===== config.mk =====
export PLATFORM = sky130hd
export DESIGN_NAME = iod_decoder
export DESIGN_NICKNAME = d
export VERILOG_FILES = /design/src/inc/iod_pkg.sv /design/src/hw/iod_decoder.sv
export VERILOG_INCLUDE_DIRS = /design/src /design/src/inc
export SDC_FILE = /design/constraint.sdc
export NUM_CORES = 1
export LEC_CHECK = 0
export BUFFER_PORTS_ARGS = -buffer_cell sky130_fd_sc_hd__buf_2
export CAP_MARGIN = 10
export CORE_MARGIN = 2
export CORE_UTILIZATION = 30
export DETAILED_ROUTE_END_ITERATION = 10
export GPL_TIMING_DRIVEN = 0
export PLACE_DENSITY = 0.58
export SLEW_MARGIN = 10
export SYNTH_ARGS = -nofsm -noshare
export SYNTH_HDL_FRONTEND = slang
export SYNTH_SLANG_ARGS = --single-unit

===== constraint.sdc =====
create_clock -name core_clk -period 6.3 [get_ports core_clk]
set_clock_uncertainty 0.05 [all_clocks]
set_input_delay 1.26 -clock core_clk [delete_from_list [all_inputs] [get_ports core_clk]]
set_output_delay 1.26 -clock core_clk [all_outputs]
set_load 0.01 [all_outputs]

===== src/inc/iod_map.svh =====
// Encodings, field positions and cycle counts of the operand decoder.
`ifndef IOD_MAP_SVH
`define IOD_MAP_SVH

// ----------------------------------------------------------------------
// Instruction cycle timing
// ----------------------------------------------------------------------
`define IOD_OSC_PER_CYCLE 3'h4
`define IOD_Q_LAST        2'h3

// ----------------------------------------------------------------------
// Word fields
// ----------------------------------------------------------------------
`define IOD_SECOND_TAG    4'hF
`define IOD_DEST_BIT      9
`define IOD_BANK_BIT      8
`define IOD_FAST_BIT      0
`define IOD_CALL_FAST_BIT 8
`define IOD_TBL_WR_BIT    2

// ----------------------------------------------------------------------
// Table pointer handling modes
// ----------------------------------------------------------------------
`define IOD_TBL_KEEP      2'h0
`define IOD_TBL_POST_INC  2'h1
`define IOD_TBL_POST_DEC  2'h2
`define IOD_TBL_PRE_INC   2'h3

// ----------------------------------------------------------------------
// Reset values
// ----------------------------------------------------------------------
`define IOD_TP_RESET      21'h000000

`endif


===== src/inc/iod_pkg.sv =====
// Types shared by the instruction operand decoder.
package iod_pkg;

  // ----------------------------------------------------------------------
  // Instruction classes
  // ----------------------------------------------------------------------
  typedef enum logic [3:0] {
    IOD_K_NOP      = 4'h0,
    IOD_K_BYTE     = 4'h1,
    IOD_K_BIT      = 4'h2,
    IOD_K_LIT      = 4'h3,
    IOD_K_MOVE     = 4'h4,
    IOD_K_JUMP     = 4'h5,
    IOD_K_CALL     = 4'h6,
    IOD_K_RET      = 4'h7,
    IOD_K_REL_JMP  = 4'h8,
    IOD_K_RCALL    = 4'h9,
    IOD_K_BCOND    = 4'hA,
    IOD_K_TBL      = 4'hB,
    IOD_K_IDX_MOVE = 4'hC,
    IOD_K_LFSR     = 4'hD,
    IOD_K_OTHER    = 4'hE
  } iod_kind_e;

  typedef enum logic [0:0] {
    IOD_S_FIRST  = 1'b0,
    IOD_S_SECOND = 1'b1
  } iod_state_e;

  // ----------------------------------------------------------------------
  // Decoded operands of one instruction
  // ----------------------------------------------------------------------
  typedef struct packed {
    iod_kind_e   kind;
    logic        dest_to_file;
    logic        use_bank;
    logic        fast;
    logic        tbl_write;
    logic [1:0]  tbl_mode;
    logic [2:0]  bit_sel;
    logic [7:0]  literal;
    logic [11:0] file_addr;
    logic [11:0] src_addr;
    logic [11:0] dst_addr;
    logic [20:0] target;
    logic [20:0] tbl_addr;
  } iod_dec_s;

endpackage : iod_pkg

===== src/hw/iod_decoder.sv =====
// Operand decoder for 16-bit instruction words of an 8-bit core.
`timescale 1ns/1ps
`include "iod_map.svh"

// Summary of operation
// RULE1 - Table ops pick keep, post-increment, post-decrement or pre-increment pointer.
// RULE2 - Table pointer is 21 bits and addresses program memory.
// RULE3 - Relative branch operand is signed; call, jump, return operands are direct.
// RULE4 - Fast bit 0 leaves shadows alone; 1 saves or restores shadow copies.
// RULE5 - Indexed addressing uses separate 7-bit source and destination offsets.
// RULE6 - Don't-care bits decode the same whether 0 or 1.
// RULE7 - Destination bit 0 writes working register, 1 writes file register.
// RULE8 - Access bit 0 forces access bank, 1 uses bank select register.
// RULE9 - Byte and bit file ops carry an 8-bit file address.
// RULE10 - File-to-file move: 12-bit source first word, 12-bit destination second.
// RULE11 - Bit ops carry a 3-bit bit number.
// RULE12 - Literal ops carry an 8-bit immediate in the low byte.
// RULE13 - Jump and call target: bits 7:0 first word, 19:8 second word.
// RULE14 - Unconditional relative branch uses signed bits 10 down to 0.
// RULE15 - Conditional relative branches use signed bits 7 down to 0.
// RULE16 - A lone second word executes as a no-operation.
// RULE17 - Instruction cycle is four clocks; a PC change adds a no-operation cycle.
// RULE18 - Relative target is next address plus displacement times two.
// RULE19 - Indexed offsets add unsigned to the pointer base.
module iod_decoder (
  // Clock and reset
  input  wire logic            core_clk,
  input  wire logic            rst,
  // Program memory words
  input  wire logic            word_valid,
  input  wire logic [15:0]     fetch_word,
  output logic                 word_ready,
  // Core context
  input  wire logic [20:0]     next_pc,
  input  wire logic [11:0]     src_base,
  input  wire logic [11:0]     dst_base,
  input  wire logic            discard_next,
  input  wire logic            tp_load,
  input  wire logic [20:0]     tp_load_val,
  // Decoded result
  output logic                 dec_valid,
  output iod_pkg::iod_dec_s    dec,
  output logic [20:0]          table_pointer
);

  // ----------------------------------------------------------------------
  // Classification helpers
  // ----------------------------------------------------------------------

  // Casez wildcards make every don't-care bit decode identically.
  function automatic iod_pkg::iod_kind_e iod_classify(input logic [15:0] w);
    iod_pkg::iod_kind_e k;
    k = iod_pkg::IOD_K_OTHER;
    casez (w) // see RULE6
      16'b0000_0000_0000_1???: k = iod_pkg::IOD_K_TBL;
      16'b0000_0000_0001_00??: k = iod_pkg::IOD_K_RET;
      16'b0000_0000_????_????: k = iod_pkg::IOD_K_OTHER;
      16'b0000_0001_????_????: k = iod_pkg::IOD_K_LIT;
      16'b0000_1???_????_????: k = iod_pkg::IOD_K_LIT;
      16'b0111_????_????_????: k = iod_pkg::IOD_K_BIT;
      16'b0???_????_????_????: k = iod_pkg::IOD_K_BYTE;
      16'b10??_????_????_????: k = iod_pkg::IOD_K_BIT;
      16'b1100_????_????_????: k = iod_pkg::IOD_K_MOVE;
      16'b1101_0???_????_????: k = iod_pkg::IOD_K_REL_JMP;
      16'b1101_1???_????_????: k = iod_pkg::IOD_K_RCALL;
      16'b1110_0???_????_????: k = iod_pkg::IOD_K_BCOND;
      16'b1110_1011_1???_????: k = iod_pkg::IOD_K_IDX_MOVE;
      16'b1110_110?_????_????: k = iod_pkg::IOD_K_CALL;
      16'b1110_1110_????_????: k = iod_pkg::IOD_K_LFSR;
      16'b1110_1111_????_????: k = iod_pkg::IOD_K_JUMP;
      16'b1111_????_????_????: k = iod_pkg::IOD_K_NOP; // see RULE16
      default:                 k = iod_pkg::IOD_K_OTHER;
    endcase
    return k;
  endfunction : iod_classify

  // Signed word displacement turned into a byte offset.
  function automatic logic [20:0] iod_rel(input logic [20:0] base, input logic [10:0] disp);
    logic [20:0] ext;
    ext = {{10{disp[10]}}, disp};
    return base + {ext[19:0], 1'b0}; // see RULE18
  endfunction : iod_rel

  // ----------------------------------------------------------------------
  // Instruction cycle phase
  // ----------------------------------------------------------------------
  logic [1:0]           q_reg;
  iod_pkg::iod_state_e  state_reg;
  logic [15:0]          first_reg;
  logic                 flush_reg;
  logic [20:0]          tp_reg;
  logic                 take;
  logic                 take1;
  iod_pkg::iod_kind_e   kind_now;
  iod_pkg::iod_kind_e   kind_first;
  iod_pkg::iod_dec_s    dec_next;
  logic                 two_word;
  logic                 second_ok;

  // A word is taken once per four clocks, at the last phase.
  always_ff @(posedge core_clk or posedge rst)
  begin
    if (rst)
      q_reg <= 2'h0;
    else
      q_reg <= q_reg + 2'h1; // see RULE17
  end

  assign word_ready = (q_reg == `IOD_Q_LAST);
  assign take       = word_ready && word_valid;
  assign take1      = take && (state_reg == iod_pkg::IOD_S_FIRST) && !flush_reg;
  assign kind_now   = iod_classify(fetch_word);
  assign kind_first = iod_classify(first_reg);
  assign two_word   = (kind_now == iod_pkg::IOD_K_MOVE) || (kind_now == iod_pkg::IOD_K_CALL) ||
                      (kind_now == iod_pkg::IOD_K_JUMP) || (kind_now == iod_pkg::IOD_K_LFSR) ||
                      (kind_now == iod_pkg::IOD_K_IDX_MOVE);
  assign second_ok  = (fetch_word[15:12] == `IOD_SECOND_TAG);

  // ----------------------------------------------------------------------
  // Two-word sequencing
  // ----------------------------------------------------------------------

  // The first word is held until its companion arrives in the next cycle.
  always_ff @(posedge core_clk or posedge rst)
  begin
    if (rst)
    begin
      state_reg <= iod_pkg::IOD_S_FIRST;
      first_reg <= 16'h0000;
    end
    else if (take)
    begin
      if (take1 && two_word)
      begin
        state_reg <= iod_pkg::IOD_S_SECOND;
        first_reg <= fetch_word;
      end
      else
        state_reg <= iod_pkg::IOD_S_FIRST;
    end
  end

  // A PC change, or a skip reported by the core, turns the next word into a NOP.
  // The core request wins over the clear, but a skip pending when a second word is taken leaves that word decoded as usual.
  always_ff @(posedge core_clk or posedge rst)
  begin
    if (rst)
      flush_reg <= 1'b0;
    else if (discard_next)
      flush_reg <= 1'b1;
    else if (take && (state_reg == iod_pkg::IOD_S_FIRST))
      flush_reg <= take1 && (kind_now inside {iod_pkg::IOD_K_REL_JMP, iod_pkg::IOD_K_RCALL,
                                              iod_pkg::IOD_K_RET}); // see RULE17
    else if (take)
      flush_reg <= (kind_first inside {iod_pkg::IOD_K_JUMP, iod_pkg::IOD_K_CALL});
  end

  // ----------------------------------------------------------------------
  // Operand extraction
  // ----------------------------------------------------------------------
  always_comb
  begin
    dec_next              = '0;
    dec_next.kind         = iod_pkg::IOD_K_NOP;
    dec_next.tbl_addr     = tp_reg;
    if (state_reg == iod_pkg::IOD_S_FIRST)
    begin
      if (!flush_reg)
        dec_next.kind = kind_now;
      dec_next.dest_to_file = fetch_word[`IOD_DEST_BIT];  // see RULE7
      dec_next.use_bank     = fetch_word[`IOD_BANK_BIT];  // see RULE8
      dec_next.file_addr    = {4'h0, fetch_word[7:0]};    // see RULE9
      dec_next.bit_sel      = fetch_word[11:9];           // see RULE11
      dec_next.literal      = fetch_word[7:0];            // see RULE12
      dec_next.fast         = fetch_word[`IOD_FAST_BIT];  // see RULE4
      dec_next.tbl_write    = fetch_word[`IOD_TBL_WR_BIT];
      dec_next.tbl_mode     = fetch_word[1:0];            // see RULE1
      if (fetch_word[1:0] == `IOD_TBL_PRE_INC)
        dec_next.tbl_addr = tp_reg + 21'h000001;
      // Relative forms are signed, the rest direct.
      if (kind_now == iod_pkg::IOD_K_BCOND)
        dec_next.target = iod_rel(next_pc, {{3{fetch_word[7]}}, fetch_word[7:0]}); // see RULE15, RULE3
      else
        dec_next.target = iod_rel(next_pc, fetch_word[10:0]); // see RULE14, RULE3
    end
    else if (second_ok)
    begin
      dec_next.kind     = kind_first;
      dec_next.src_addr = first_reg[11:0];  // see RULE10
      dec_next.dst_addr = fetch_word[11:0]; // see RULE10
      dec_next.target   = {fetch_word[11:0], first_reg[7:0], 1'b0}; // see RULE13, RULE3
      dec_next.fast     = first_reg[`IOD_CALL_FAST_BIT];            // see RULE4
      dec_next.literal  = fetch_word[7:0];
      dec_next.file_addr = {10'h000, first_reg[5:4]};
      if (kind_first == iod_pkg::IOD_K_IDX_MOVE)
      begin
        dec_next.src_addr = src_base + {5'h00, first_reg[6:0]};  // see RULE5, RULE19
        dec_next.dst_addr = dst_base + {5'h00, fetch_word[6:0]}; // see RULE5, RULE19
      end
    end
  end

  // ----------------------------------------------------------------------
  // Result register
  // ----------------------------------------------------------------------

  // Results stand until the next instruction completes.
  always_ff @(posedge core_clk or posedge rst)
  begin
    if (rst)
    begin
      dec       <= '0;
      dec_valid <= 1'b0;
    end
    else
    begin
      dec_valid <= take && !(take1 && two_word);
      if (take && !(take1 && two_word))
        dec <= dec_next;
    end
  end

  // ----------------------------------------------------------------------
  // Table pointer
  // ----------------------------------------------------------------------

  // A table access updates the pointer; it outranks a load in the same cycle.
  always_ff @(posedge core_clk or posedge rst)
  begin
    if (rst)
      tp_reg <= `IOD_TP_RESET;
    else if (take1 && (kind_now == iod_pkg::IOD_K_TBL))
    begin
      case (fetch_word[1:0]) // see RULE1, RULE2
        `IOD_TBL_POST_INC: tp_reg <= tp_reg + 21'h000001;
        `IOD_TBL_POST_DEC: tp_reg <= tp_reg - 21'h000001;
        `IOD_TBL_PRE_INC:  tp_reg <= tp_reg + 21'h000001;
        default:           tp_reg <= tp_reg;
      endcase
    end
    else if (tp_load)
      tp_reg <= tp_load_val;
  end

  assign table_pointer = tp_reg;
endmodule : iod_decoder


==> metrics.md <==
| Metric | Value |
|---|---|
| Critical path fanouts, max | `11` |
| CP Data Required Time | `6.61 ns` |
| Worst-Margin Slew | `about 0.9 ns` |
| CP Class | `primary input to register` |
| Number of synthesized register bits | `135` |
| Peak VDD IR | `approximately 0.18 mV` |
| CTS sink cnt | `135` |
| Placed Area | `10400 um^2` |
| # DRC | `0` |
| Sequential cell area fraction in the yosys report | `0.379` |
| Post-synth top area cell | `dfrtp_1` |
| Fmax | `217 MHz` |
| Pwr dens | `237 nW/um^2` |
| Post-synth EDFFs | `0` |
| Post-synth top flop | `dfrtp_1` |
| Drt wl/cell | `19.4 um` |
| First-pass GRT wire length | `49.7 mm` |
| RePlAce Congestion | `between 0.9 and 1` |
| Via count | `8983` |
| Synth Warn # | `0` |
| RSZ-0062 raised after global routing | `no` |
| Root buf cell | `clkbuf_16` |
| DP Wirelength | `24.9 mm` |
| CP max stage delay | `0.76 ns` |
| Mapped Cells | `about 1100` |
| Worst path cell trace | `buf_2, clkbuf_1, nor3_1, o21ai_1, ha_1, clkbuf_1, a21o_1, a21oi_1, a21oi_1, a221oi_1, a21oi_1, xnor2_1, a22oi_1, a21oi_1` |
| CP max stage cell | `o21ai_1` |
| DR iter-0 viols | `704` |
| Initial Utilization | `0.303` |
| H-tree depth | `4` |
| Mapped Avg Cell Area | `8.29 um^2` |
| Area Growth Syn to Fin | `24.5%` |
| HP Class | `register to register` |
| Final ANT Viol Nets | `0` |
| Setup Fix Bufs, Post-CTS | `0` |
| Status | `finished clean` |
| Worst Path Buf+Inv | `3` |
| Synthesized cell area | `8900 um^2` |
| Layout net count | `~1400` |
| # hold bufs at CTS | `0` |
| TritonCTS Buffers | `17` |
| Area of the die | `31100 um^2` |
| Post-CTS sizing | `0` |
| Largest cells by area after synthesis | `dfrtp_1, nand2_1, ha_1, o21ai_0, a21oi_1` |
| Minimum clock period | `4.62 ns` |
| Dpl ws | `1.24 ns` |
| Drt via density | `5.27` |
| Die W | `176 um` |
| Final setup margin | `1.68 ns` |
| Commonest non-fill, non-tap cell in the layout | `buf_2` |
| Async set-or-reset flop fraction in the synthesized netlist | `1.00` |
| Pins Over Slew Limit | `0` |
| Post-Layout Cell Count | `about 1700` |
| Worst EP arrival | `a little under 5 ns` |
| Post-synth cell types | `75` |
| Layout Utilization | `0.377` |
| Hold Fails Final Rpt | `0` |
| Critical path launch point type | `primary input` |
| CTS tree | `built` |
| # port buffers | `202` |
| Layout fillers | `just over 3000` |
| Die Ht | `176 um` |
| DRT Wirelength | `about 33 mm` |
| CP most frequent cell | `a21oi_1` |
| Gr usage total | `0.210` |
| Final period utilization | `0.733` |
| Clk pin slew, worst setup/hold paths | `approximately 0.06 ns` |
| Slew margin rel. | `0.380` |
| DR pass1 iterations | `6` |
| Gr ovfl total | `0` |
| Clock Path Buffers | `2` |
| Antenna violations before repair | `3` |
| CP endpoint kind | `register` |
| Pin count of the biggest net entering global routing | `113` |
| Most frequent cells in the layout | `buf_2, nand2_1, dfrtp_1` |
| Synth top area share | `0.379` |
| Max FFs per register | `93` |
| Ports | `209` |
| Final setup violation count | `0` |
| Worst-Skew Late Latency | `0.43 ns` |
| Post-route cell area | `about 11000 um^2` |
| Lkg Pwr | `5.17 nW` |
| Num rows | `between 60 and 70` |
| Max_cap viols | `0` |
| Top cell family by delay on the critical path | `compound AO/OA/AOI/OAI gates` |
| Placed insts | `1670` |
| Vias in the first global route | `8538` |
| Layout cell share with drive strength beyond 1 | `0.217` |
| Core Area | `29400 um^2` |
## worst register-to-register path, stage by stage, from the launching register on
cell and delay (ns):
dfrtp_1 0.38, clkbuf_1 0.51, inv_1 0.27, nor3_1 0.71
clkbuf_1 0.58, a21oi_1 0.22, o21ai_0 0.18
## power by group
group,leakage [nW],internal (mW),switching (mW),total [mW]
clock,0.302,0.682,0.406,1.09
sequential,1.69,0.940,0.0596,0.999
combinational,3.19,0.216,0.319,0.534
## routing by layer
metal / up-vias / global-route usage / wire length [um]
li1: 4285 / - / -
met1: 4297 / 0.285 / 14900
met2: 332 / 0.328 / 14800
met3: 65 / 0.0487 / 2380
met4: 4 / 0.0744 / 950
met5: - / 0 / 21
## cell families after synthesis
| group | share of synthesized area |
|---|---|
| other cells | 0.000421 |
| flops | 0.379 |
| compound gates | 0.212 |
| mux | 0.0180 |
| buf+inv | 0.0550 |
| simple gates | 0.230 |
| xor+xnor | 0.0453 |
| fa+ha+maj | 0.0602 |
## cells in the mapped netlist (all sizes together) (6+ instances only)
master	n
o21ai	109
o211ai	6
a211o	7
a211oi	8
or3	12
mux2	8
a22oi	8
a21o	10
nor2b	15
nor4	8
a221oi	7
nor2	71
clkbuf	34
nand2	183
nand2b	17
xor2	16
nor3	31
and3	10
xnor2	30
ha	38
inv	38
o31ai	20
o2111ai	9
nand3	54
a21oi	61
mux2i	7
buf	32
o21a	13
dfrtp	135
a31oi	11
## final timing paths
path | slack, ns | to | startpoint | depth (start not counted)
worst max-delay path | 1.68 | dec[41] | fetch_word[11] | 14
worst min-delay path | 0.37 | q_reg[0] | q_reg[0] | 1
max in group asynchronous | 4.63 | first_reg[0] | rst | 3
worst min register to register | 0.37 | q_reg[0] | q_reg[0] | 1
worst max register to register | 3.33 | dec[66] | state_reg | 6
min in group asynchronous | 0.73 | dec[10] | rst | 2
## stage by stage
step	total power, mW	setup TNS, ns	hold slack, ns
final	2.62	0	0.373
after global routing	2.74	0	0.422
after CTS	2.64	0	0.377
after detailed placement	1.55	0	0.369
after global placement	1.54	-66.33	0.361
after floorplan	1.32	0	0.351
## final cells by class
class / count / area, um^2 / area share
multi-input cells: 838 / 5050 / 0.455
flip-flops and latches: 135 / 3380 / 0.305
repair buffers: 203 / 1040 / 0.0937
well taps: 390 / 488 / 0.0440
clock buffers: 20 / 457 / 0.0412
plain buffers: 66 / 344 / 0.0310
clock inverters: 12 / 175 / 0.0158
inverters: 38 / 153 / 0.0138
diodes: 1 / 2.50 / 0.000226
Power figures use the tool's default switching activity.
